<file path="config.mk">
export PLATFORM = sky130hd
export DESIGN_NAME = ofpc_ctrl
export DESIGN_NICKNAME = d
export VERILOG_FILES = /design/src/ofpc_pkg.sv /design/src/ofpc_ctrl.sv
export SDC_FILE = /design/constraint.sdc
export NUM_CORES = 1
export LEC_CHECK = 0
export BUFFER_PORTS_ARGS = -buffer_cell sky130_fd_sc_hd__buf_2
export CORE_ASPECT_RATIO = 1.2
export CORE_UTILIZATION = 55
export CTS_BUF_LIST = sky130_fd_sc_hd__clkbuf_2 sky130_fd_sc_hd__clkbuf_4 sky130_fd_sc_hd__clkbuf_8
export DETAILED_ROUTE_END_ITERATION = 16
export HOLD_SLACK_MARGIN = 0.15
export PLACE_DENSITY = 0.72
export SLEW_MARGIN = 25
export SYNTH_ARGS = -nofsm -noshare
export SYNTH_HDL_FRONTEND = slang
export SYNTH_SLANG_ARGS = --single-unit
export TNS_END_PERCENT = 100
</file>
<file path="constraint.sdc">
create_clock -name ref_clk -period 10.2 [get_ports ref_clk]
set_input_delay 0.51 -clock ref_clk [delete_from_list [all_inputs] [get_ports ref_clk]]
set_output_delay 0.51 -clock ref_clk [all_outputs]
set_load 0.005 [all_outputs]
</file>
<file path="src/ofpc_pkg.sv">
package ofpc_pkg;

    // Core clock and switching rates
    localparam int unsigned CLK_HZ        = 200_000_000;
    localparam int unsigned FOSC_LOW_HZ   = 60_000;
    localparam int unsigned FOSC_HIGH_HZ  = 115_000;
    localparam int unsigned FDEV_LOW_HZ   = 4_000;
    localparam int unsigned FDEV_HIGH_HZ  = 8_000;
    localparam int unsigned FMOD_HZ       = 230;

    // Protection and start-up times
    localparam int unsigned SS_TIME_US     = 8500;
    localparam int unsigned OVL_TIME_MS    = 50;
    localparam int unsigned RESTART_TIME_S = 1;

    // Derived default counts
    localparam int unsigned SS_CLKS_DEF      = SS_TIME_US * (CLK_HZ / 1_000_000);
    localparam int unsigned OVL_CYC_LOW      = OVL_TIME_MS * FOSC_LOW_HZ / 1000;
    localparam int unsigned RESTART_CLKS_DEF = RESTART_TIME_S * CLK_HZ;

    // Soft-start ramp is split into this many limit steps
    localparam int unsigned SS_STEPS = 256;

    // Current limit levels
    localparam int unsigned ILIM_DEF_MA   = 400;
    localparam int unsigned ILIM_BURST_MA = 85;
    localparam int unsigned ILIM_W        = 8;
    localparam logic [ILIM_W-1:0] ILIM_FULL  = 8'hff;
    localparam logic [ILIM_W-1:0] ILIM_BURST =
        ILIM_W'(ILIM_BURST_MA * 255 / ILIM_DEF_MA);

    // Maximum duty cycle, middle of the allowed band
    localparam int unsigned MAX_DUTY_PCT = 75;

    // Width of the switching period counter
    localparam int unsigned PER_W = 12;

    // Comparator and threshold flags, all asynchronous to ref_clk
    typedef struct packed {
        logic bulk_start_ok;
        logic vdd_above_on;
        logic vdd_above_off;
        logic vdd_above_cs;
        logic self_bias;
        logic fb_grounded;
        logic comp_above_burst;
        logic comp_above_hys;
        logic comp_above_sat;
        logic pwm_trip;
        logic ocp_trip;
    } ofpc_flags_s;

    // Drive and status outputs
    typedef struct packed {
        logic gate_on;
        logic hv_source_en;
        logic ea_disable;
        logic burst_active;
        logic overload_fault;
    } ofpc_drive_s;

    typedef enum logic [1:0] {
        OFPC_LOCK = 2'b00,
        OFPC_RUN  = 2'b01,
        OFPC_TRIP = 2'b11
    } ofpc_state_e;

endpackage : ofpc_pkg

</file>
<file path="src/ofpc_ctrl.sv">
// Functional notes
// - Gate held low whenever supply is in lockout.
// - Charge source on at bulk start; off when supply reaches turn-on.
// - Self-bias: charge only in off time, supply between cs-on and turn-on.
// - Aux supply: charge source off while supply above cs-on threshold.
// - Switching stops once supply falls below turn-off threshold.
// - Nominal period from fixed rate, 60 kHz or 115 kHz variant.
// - Frequency dithered 4 kHz or 8 kHz deep at 230 Hz rate.
// - Current limit ramps up to default over soft-start duration.
// - Soft-start reruns on every start attempt and after every fault.
// - Gate off when sensed current reaches compensation-derived level.
// - Gate off in parallel when overcurrent compare trips.
// - Limit pin may lower limit; open pin keeps default limit.
// - Grounded feedback input disables error amplifier, uses internal reference.
// - Compensation above saturation lets current reach the active limit.
// - Compensation below burst threshold enters burst, gate held off.
// - Burst exits only above burst threshold plus hysteresis.
// - Burst mode uses the reduced burst current limit.
// - Up-down counter: up on limit cycles, down otherwise.
// - Counter reaching overload time disables gate turn-on.
// - After trip, wait restart time then restart with soft-start.
// - Trip and restart repeat while overload persists.
// - Removed overload: counter decays to zero, saturates, switching continues.
`timescale 1ns/1ps
module ofpc_ctrl #(
    parameter bit          HIGH_FREQ    = 1'b0,
    parameter int unsigned SS_CLKS      = ofpc_pkg::SS_CLKS_DEF,
    parameter int unsigned OVL_CYCLES   = ofpc_pkg::OVL_CYC_LOW,
    parameter int unsigned RESTART_CLKS = ofpc_pkg::RESTART_CLKS_DEF
) (
    // Clock and reset
    input  wire logic                     ref_clk,
    input  wire logic                     rstn,
    // Analog flags
    input  wire ofpc_pkg::ofpc_flags_s    flags_async,
    // Drive and status
    output ofpc_pkg::ofpc_drive_s         drive,
    output logic [ofpc_pkg::ILIM_W-1:0]   ilim_code
);
    import ofpc_pkg::*;

    localparam int unsigned F_HZ   = HIGH_FREQ ? FOSC_HIGH_HZ : FOSC_LOW_HZ;
    localparam int unsigned DEV_HZ = HIGH_FREQ ? FDEV_HIGH_HZ : FDEV_LOW_HZ;
    localparam int unsigned NOM    = CLK_HZ / F_HZ;
    // Period deviation approximates T * df / f
    localparam int unsigned DEV    = NOM * DEV_HZ / F_HZ;
    localparam int unsigned STEP_R = 4 * DEV * FMOD_HZ / F_HZ;
    localparam int unsigned STEP   = (STEP_R == 0) ? 1 : STEP_R;
    localparam int unsigned MAXON  = NOM * MAX_DUTY_PCT / 100;
    localparam int unsigned SS_PRE = SS_CLKS / SS_STEPS;
    localparam int unsigned SS_W   = $clog2(SS_PRE + 1);
    localparam int unsigned OV_W   = $clog2(OVL_CYCLES + 1);
    localparam int unsigned RS_W   = $clog2(RESTART_CLKS + 1);
    localparam int unsigned FW     = $bits(ofpc_flags_s);

    localparam logic signed [PER_W-1:0] DEV_S  = PER_W'(DEV);
    localparam logic signed [PER_W-1:0] STEP_S = PER_W'(STEP);
    localparam logic [PER_W-1:0]        NOM_V  = PER_W'(NOM);
    localparam logic [PER_W-1:0]        MAX_V  = PER_W'(MAXON);
    localparam logic [SS_W-1:0]         SS_END = SS_W'(SS_PRE - 1);
    localparam logic [OV_W-1:0]         OV_END = OV_W'(OVL_CYCLES);
    localparam logic [RS_W-1:0]         RS_END = RS_W'(RESTART_CLKS - 1);

    generate
        if (SS_CLKS < SS_STEPS) begin : g_bad_ss
            $error("SS_CLKS too small for the ramp");
        end
        if (OVL_CYCLES < 1 || RESTART_CLKS < 1) begin : g_bad_cnt
            $error("Overload and restart counts must be nonzero");
        end
        if (NOM + DEV >= (1 << PER_W)) begin : g_bad_per
            $error("Period does not fit the period counter");
        end
    endgenerate

    // three-stage synchroniser, change taken when stages two and three agree
    logic [FW-1:0] sync1;
    logic [FW-1:0] sync2;
    logic [FW-1:0] sync3;
    ofpc_flags_s   flt;
    ofpc_flags_s   next_flt;

    always_comb begin
        next_flt = ofpc_flags_s'((sync2 & sync3) | (flt & (sync2 ^ sync3)));
    end

    always_ff @(posedge ref_clk or negedge rstn) begin
        if (!rstn) begin
            sync1 <= '0;
            sync2 <= '0;
            sync3 <= '0;
            flt   <= '0;
        end else begin
            sync1 <= flags_async;
            sync2 <= sync1;
            sync3 <= sync2;
            flt   <= next_flt;
        end
    end

    // Control state
    ofpc_state_e              state;
    ofpc_state_e              next_state;
    logic [PER_W-1:0]         phase;
    logic [PER_W-1:0]         next_phase;
    logic [PER_W-1:0]         per_len;
    logic [PER_W-1:0]         next_per_len;
    logic signed [PER_W-1:0]  dith;
    logic signed [PER_W-1:0]  next_dith;
    logic                     dith_up;
    logic                     next_dith_up;
    logic                     ocp_seen;
    logic                     next_ocp_seen;
    logic [OV_W-1:0]          ovl_cnt;
    logic [OV_W-1:0]          next_ovl_cnt;
    logic [RS_W-1:0]          rs_cnt;
    logic [RS_W-1:0]          next_rs_cnt;
    logic [SS_W-1:0]          ss_pre;
    logic [SS_W-1:0]          next_ss_pre;
    logic [ILIM_W-1:0]        ilim_lvl;
    logic [ILIM_W-1:0]        next_ilim_lvl;
    logic                     burst;
    logic                     next_burst;
    logic                     fault;
    logic                     next_fault;
    logic                     next_gate;
    logic                     next_hv;
    logic [ILIM_W-1:0]        next_ilim_code;
    logic                     cyc_end;
    logic                     start_ss;
    logic                     pwm_end;

    always_comb begin
        next_state     = state;
        next_phase     = phase + 1'b1;
        next_per_len   = per_len;
        next_dith      = dith;
        next_dith_up   = dith_up;
        next_ocp_seen  = ocp_seen;
        next_ovl_cnt   = ovl_cnt;
        next_rs_cnt    = '0;
        next_ss_pre    = ss_pre;
        next_ilim_lvl  = ilim_lvl;
        next_burst     = 1'b0;
        next_fault     = fault;
        next_gate      = drive.gate_on;
        start_ss       = 1'b0;
        cyc_end        = (phase == per_len - 1'b1);

        // triangular dither, one step per switching cycle
        if (cyc_end) begin
            next_phase   = '0;
            next_per_len = NOM_V + dith;
            if (dith_up) begin
                if (dith >= DEV_S) begin
                    next_dith_up = 1'b0;
                end else begin
                    next_dith = dith + STEP_S;
                end
            end else begin
                if (dith <= -DEV_S) begin
                    next_dith_up = 1'b1;
                end else begin
                    next_dith = dith - STEP_S;
                end
            end
        end

        // above saturation only the limit compare or max duty ends the pulse
        pwm_end = flt.pwm_trip && !flt.comp_above_sat;

        case (state)
            OFPC_LOCK: begin
                next_gate    = 1'b0;
                next_ovl_cnt = '0;
                if (flt.vdd_above_on) begin
                    next_state = OFPC_RUN;
                    start_ss   = 1'b1;
                end
            end
            OFPC_RUN: begin
                // enter burst below threshold; leave above hysteresis
                next_burst = burst ? !flt.comp_above_hys : !flt.comp_above_burst;
                if (drive.gate_on && flt.ocp_trip) begin
                    next_ocp_seen = 1'b1;
                end
                // pulse-width end; overcurrent end; max duty as backstop
                if (pwm_end || flt.ocp_trip || phase >= MAX_V || next_burst) begin
                    next_gate = 1'b0;
                end
                if (cyc_end) begin
                    next_ocp_seen = 1'b0;
                    next_gate     = !next_burst;
                    if (ocp_seen || (drive.gate_on && flt.ocp_trip)) begin
                        next_ovl_cnt = ovl_cnt + 1'b1;
                    end else if (ovl_cnt != '0) begin
                        next_ovl_cnt = ovl_cnt - 1'b1;
                    end
                end
                if (next_ovl_cnt >= OV_END) begin
                    next_state = OFPC_TRIP;
                    next_gate  = 1'b0;
                    next_burst = 1'b0;
                    next_fault = 1'b1;
                end
                if (!flt.vdd_above_off) begin
                    next_state = OFPC_LOCK;
                    next_gate  = 1'b0;
                    next_burst = 1'b0;
                end
            end
            OFPC_TRIP: begin
                next_gate   = 1'b0;
                next_rs_cnt = rs_cnt + 1'b1;
                // restart after wait; repeats while overload stays
                if (rs_cnt == RS_END) begin
                    next_state = OFPC_RUN;
                    start_ss   = 1'b1;
                end
                if (!flt.vdd_above_off) begin
                    next_state = OFPC_LOCK;
                end
            end
            default: begin
                next_state = OFPC_LOCK;
                next_gate  = 1'b0;
            end
        endcase

        // fresh ramp on every start and restart
        if (start_ss) begin
            next_ss_pre   = '0;
            next_ilim_lvl = '0;
            next_ovl_cnt  = '0;
            next_ocp_seen = 1'b0;
            // fault cleared as the restart attempt begins
            next_fault    = 1'b0;
        // limit ramps to full over the soft-start duration
        end else if (ilim_lvl != ILIM_FULL) begin
            if (ss_pre == SS_END) begin
                next_ss_pre   = '0;
                next_ilim_lvl = ilim_lvl + 1'b1;
            end else begin
                next_ss_pre = ss_pre + 1'b1;
            end
        end

        // reduced limit in burst; full code means default or pin-set limit
        next_ilim_code = next_burst ? ILIM_BURST : next_ilim_lvl;

        // Charge source uses the next gate so it never overlaps an on time
        if (next_state == OFPC_LOCK) begin
            // charge from bulk until turn-on threshold
            next_hv = flt.bulk_start_ok && !flt.vdd_above_on;
        end else if (flt.self_bias) begin
            // off time only, between cs-on and turn-on
            next_hv = !next_gate && flt.vdd_above_cs && !flt.vdd_above_on;
        end else begin
            // aux supply keeps the source off above cs-on
            next_hv = !next_gate && !flt.vdd_above_cs;
        end
        // lockout wins over every other gate decision
        if (next_state == OFPC_LOCK) begin
            next_gate = 1'b0;
        end
    end

    always_ff @(posedge ref_clk or negedge rstn) begin
        if (!rstn) begin
            state    <= OFPC_LOCK;
            phase    <= '0;
            per_len  <= NOM_V;
            dith     <= '0;
            dith_up  <= 1'b1;
            ocp_seen <= 1'b0;
            ovl_cnt  <= '0;
            rs_cnt   <= '0;
            ss_pre   <= '0;
            ilim_lvl <= '0;
            burst    <= 1'b0;
            fault    <= 1'b0;
            drive    <= '0;
            ilim_code <= '0;
        end else begin
            state    <= next_state;
            phase    <= next_phase;
            per_len  <= next_per_len;
            dith     <= next_dith;
            dith_up  <= next_dith_up;
            ocp_seen <= next_ocp_seen;
            ovl_cnt  <= next_ovl_cnt;
            rs_cnt   <= next_rs_cnt;
            ss_pre   <= next_ss_pre;
            ilim_lvl <= next_ilim_lvl;
            burst    <= next_burst;
            fault    <= next_fault;
            drive.gate_on        <= next_gate;
            drive.hv_source_en   <= next_hv;
            // grounded feedback selects the internal reference path
            drive.ea_disable     <= flt.fb_grounded;
            drive.burst_active   <= next_burst;
            drive.overload_fault <= next_fault;
            ilim_code <= next_ilim_code;
        end
    end

endmodule : ofpc_ctrl

</file>
==> results_tabular.tex <==
\begin{tabular}{lr}
\hline
Metric & Value \\
\hline
\multicolumn{2}{l}{\textbf{STA}} \\
\quad Worst Clk Skew & 0.0210 ns \\
\quad Final setup vio count & 0 \\
\quad Minimum clock period after layout & 4.29 ns \\
\quad Worst setup slack after layout & 5.91 ns \\
\quad Maximum clock rate & 0.233 GHz \\
\quad Number of hold-slack violations in the final timing report & 0 \\
\quad Setup\_tns & 0 ns \\
\quad Slew Limit Headroom & 0.435 \\
\quad Tcrit/Tclk final & 0.420 \\
\quad Final max-slew violation count & 0 \\
\quad Setup repair after global routing missed its margin & no \\
\quad Worst slew pin tran & 0.848 ns \\
\multicolumn{2}{l}{\textbf{Pwr}} \\
\quad Comb pwr share & 0.116 \\
\quad Net switching power of the design & 0.374 mW \\
\quad Clock network power share & 0.349 \\
\quad Power per unit of standard cell area & 142 mW/mm\^{}2 \\
\quad Net switching fraction of the power & 0.295 \\
\quad P\_leak & 4.11 nW \\
\quad Sequential fraction of design power & 0.535 \\
\quad Peak supply drop & 0.0948 mV \\
\quad Internal Dissipation & 0.894 mW \\
\multicolumn{2}{l}{\textbf{Yosys}} \\
\quad Gate Count Post-Synth & 834 \\
\quad Total standard cell area after synthesis & 0.00817 mm\^{}2 \\
\quad Async set-or-reset flop fraction in the synthesized netlist & 1.00 \\
\quad Post-synth top area cell & sky130\_fd\_sc\_hd\_\_dfrtp\_1 \\
\quad Fraction of synthesized area in multiplexers & 0.00520 \\
\quad Arithmetic-cell share of the synthesized area counting full adders, half adders and majority gates & 0.0545 \\
\quad Share of the synthesized netlist area taken by xor and xnor gates & 0.0793 \\
\quad Post-Synth Simple-Gate Area & 0.216 \\
\quad Number of enable flip-flop cells after synthesis & 0 \\
\quad Combinational family with the most area after synthesis & simple AND/OR/NAND/NOR gates \\
\quad Most common cell in the netlist & sky130\_fd\_sc\_hd\_\_dfrtp\_1 \\
\quad Distinct cell type count after synthesis & 72 \\
\quad Area fraction in compound gates after synthesis & 0.133 \\
\quad Net count after synthesis & 882 \\
\quad Number of synthesis warnings & 0 \\
\quad FF+latch count, synth & 158 \\
\quad Primary FF master, synth & sky130\_fd\_sc\_hd\_\_dfrtp\_1 \\
\quad Portion of the post-synthesis area used by sequential elements & 0.485 \\
\quad Average cell area after synthesis & 9.80 um\^{}2 \\
\quad Cells taking the most area after synthesis & sky130\_fd\_sc\_hd\_\_dfrtp\_1 47\%, sky130\_fd\_sc\_hd\_\_ha\_1 5.2\%, sky130\_fd\_sc\_hd\_\_xnor2\_1 4.6\% \\
\quad Synth top cells by count & 152 x sky130\_fd\_sc\_hd\_\_dfrtp\_1, 80 x sky130\_fd\_sc\_hd\_\_nor2\_1, 75 x sky130\_fd\_sc\_hd\_\_nand2\_1 \\
\quad Portion of synthesized cell area occupied by the leading cell type & 0.465 \\
\multicolumn{2}{l}{\textbf{Placement}} \\
\quad I/O Buffers & 25 \\
\quad Post-placement setup slack & 5.91 ns \\
\quad Half-perimeter wire length of the detailed placement result & 11200 um \\
\quad Routability congestion estimate from global placement & 0.893 \\
\multicolumn{2}{l}{\textbf{Die}} \\
\quad Starting Density & 0.565 \\
\quad Vertical die dimension & 136 um \\
\quad Die outline width & 113 um \\
\quad Core region area & 0.0145 mm\^{}2 \\
\quad Num rows & 48 \\
\quad IO Pins & 26 \\
\quad DIE AREA & 0.0154 mm\^{}2 \\
\multicolumn{2}{l}{\textbf{Routing}} \\
\quad Antenna-violating nets left & 0 \\
\quad Detailed-route vias per instance & 5.68 \\
\quad Iteration-0 DRC count of the detailed router & 364 \\
\quad Remaining routing DRC violations & 0 \\
\quad DR vias & 6099 \\
\quad Wire length per cell after detailed routing & 14.8 um \\
\quad Routed wire length & 15900 um \\
\quad Detailed Routing Iterations Pass 1 & 5 \\
\multicolumn{2}{l}{\textbf{Worst setup path}} \\
\quad CP endpoint kind & flop \\
\quad Crit-path cells & inv\_1, ha\_1, or4b\_2, or4\_1, a21oi\_1, nor3\_1, or3\_4, o31a\_1, o31ai\_4, nor3b\_2, nor3\_1, a211o\_1 \\
\quad Critical Path Source Type & flop \\
\quad Slowest cell on the critical path & sky130\_fd\_sc\_hd\_\_or4b\_2 \\
\quad Worst endpoint required time & 10.56 ns \\
\quad Arrival time reported for the critical path endpoint & 4.65 ns \\
\quad Type of the setup path with the least slack & flop to flop \\
\quad Dominant cell type by count on the critical path & sky130\_fd\_sc\_hd\_\_nor3\_1 \\
\quad Largest fanout of any net on the critical path & 32 \\
\quad Largest stage delay on the critical path & 0.68 ns \\
\multicolumn{2}{l}{\textbf{Clocking}} \\
\quad Clk Latency, worst-skew pair & 0.46 ns \\
\quad Clock tree root driver cell & sky130\_fd\_sc\_hd\_\_clkbuf\_8 \\
\quad CTS HTree Levels & 4 \\
\quad Post-CTS Setup Repair Bufs & 0 \\
\quad Worst-case clock buffer depth & 2 \\
\quad CTS Buf Count & 17 \\
\quad Number of gates given a new drive strength after cts & 0 \\
\quad CTS hold repair buffers & 12 \\
\quad Clock Sinks & 158 \\
\quad Clock transition at the registers of the reported paths & 0.10 ns \\
\quad TritonCTS clock tree & built \\
\multicolumn{2}{l}{\textbf{GRT}} \\
\quad Antenna violations before repair & 0 \\
\quad Vias in the first global route & 6002 \\
\quad Total Routing Usage GR & 0.224 \\
\quad Gr ovfl total & 0 \\
\quad Maximum number of pins on one net before global-route repair & 92 \\
\quad Wire length of the first global-routing pass & 27300 um \\
\multicolumn{2}{l}{\textbf{Final layout}} \\
\quad Fraction of final layout cells with drive strength greater than 1 & 0.103 \\
\quad Area growth from synthesis to layout & 9.55\% \\
\quad Final nets & 908 \\
\quad Final antenna diode count & 0 \\
\multicolumn{2}{l}{\textbf{Flow run}} \\
\quad Maximum capacitance violations & 0 \\
\multicolumn{2}{l}{\textbf{Hold path}} \\
\quad Path category of the worst min-delay check & flop to flop \\
\multicolumn{2}{l}{\textbf{Status}} \\
\quad Result of the run & complete, no violations \\
\hline
\end{tabular}
## state kept, by name, summed over array words and instances, names as in the netlist, 12 cells and up
name,flops
ovl_cnt,12
ss_pre,13
phase,12
per_len,12
dith,12
rs_cnt,28
## cells by family after synthesis
family                   after synthesis
buffers and inverters                 56
adder cells (fa/ha/maj)               35
XOR/XNOR                              74
AND/OR/NAND/NOR                      339
AO/OA/AOI/OAI                        168
multiplexers                           4
flip-flops                           158
## final timing paths
check,startpoint,endpoint,slack (ns),depth (start not counted)
worst max-delay path,per_len[1],drive[3],5.91,12
worst min-delay path,sync1[2],sync2[2],0.35,0
worst max register to register,per_len[1],drive[3],5.91,12
worst min register to register,sync1[2],sync2[2],0.35,0
max in group asynchronous,rstn,state[0],8.22,3
min in group asynchronous,rstn,ocp_seen,0.67,2
## cell type report
type | instances | area, um^2
multi-input combinational | 620 | 3990
timing repair buffer | 41 | 282
tap | 200 | 250
clock buffer | 18 | 241
clock inverter | 14 | 148
inverter | 22 | 82.6
fill | 1163 | 5520
sequential | 158 | 3960
## cells in the final DEF, fill, tap and decap left out, drive strengths merged, types with 4 or more instances in the layout
| master | count |
|---|---|
| or3 | 10 |
| a22oi | 4 |
| nor2 | 81 |
| and3 | 17 |
| xnor2 | 43 |
| clkinv | 6 |
| inv | 28 |
| nor3 | 32 |
| a21o | 19 |
| clkbuf | 18 |
| o211ai | 6 |
| nand4 | 12 |
| o21ai | 54 |
| nand2 | 75 |
| dlygate4sd3 | 12 |
| a21boi | 6 |
| o31ai | 4 |
| buf | 29 |
| nor3b | 7 |
| a21oi | 40 |
| xor2 | 31 |
| or2 | 5 |
| a31oi | 6 |
| dfrtp | 152 |
| ha | 34 |
| nand3 | 23 |
| dfstp | 6 |
| nor2b | 6 |
| or4 | 11 |
| nand2b | 7 |
| a2bb2oi | 5 |
| and2 | 28 |
| nor4 | 7 |
## worst max-delay path, delay by kind of cell (launching register included)
kind                     cells  cell delay, ns
AND/OR/NAND/NOR              6            2.14
AO/OA/AOI/OAI                4            1.28
adder cells (fa/ha/maj)      1            0.22
flip-flops                   1            0.45
buffers and inverters        1            0.09
## layer usage
layer / track usage / share of wire
met3: 0.0470 / 0.036
met4: 0.0877 / 0.016
met1: 0.281 / 0.43
met2: 0.381 / 0.52
met5: 0 / 0
## through the flow
stage / total power [mW] / cell area, um^2 / util / std cells / hold WS [ns]
3_3_place_gp: 0.829 / 8450 / 0.584 / 1029 / 0.332
2_1_floorplan: 0.784 / 8170 / - / 834 / 0.214
3_5_place_dp: 0.836 / 8450 / 0.584 / 1029 / 0.335
6_report: 1.27 / 8950 / 0.619 / 1073 / 0.352
5_1_grt: 1.33 / 8950 / 0.619 / 1073 / 0.360
4_1_cts: 1.28 / 8950 / 0.619 / 1073 / 0.354
## power by group through the flow
stage          Combinational (mW)  Clock [mW]  Sequential (mW)
5_1_grt                     0.165       0.478            0.682
4_1_cts                     0.150       0.455            0.679
6_report                    0.147       0.443            0.678
2_1_floorplan              0.0991           0            0.685
3_3_place_gp                0.140           0            0.689
3_5_place_dp                0.146           0            0.690
No activity file was read; power rests on OpenSTA's default activity.
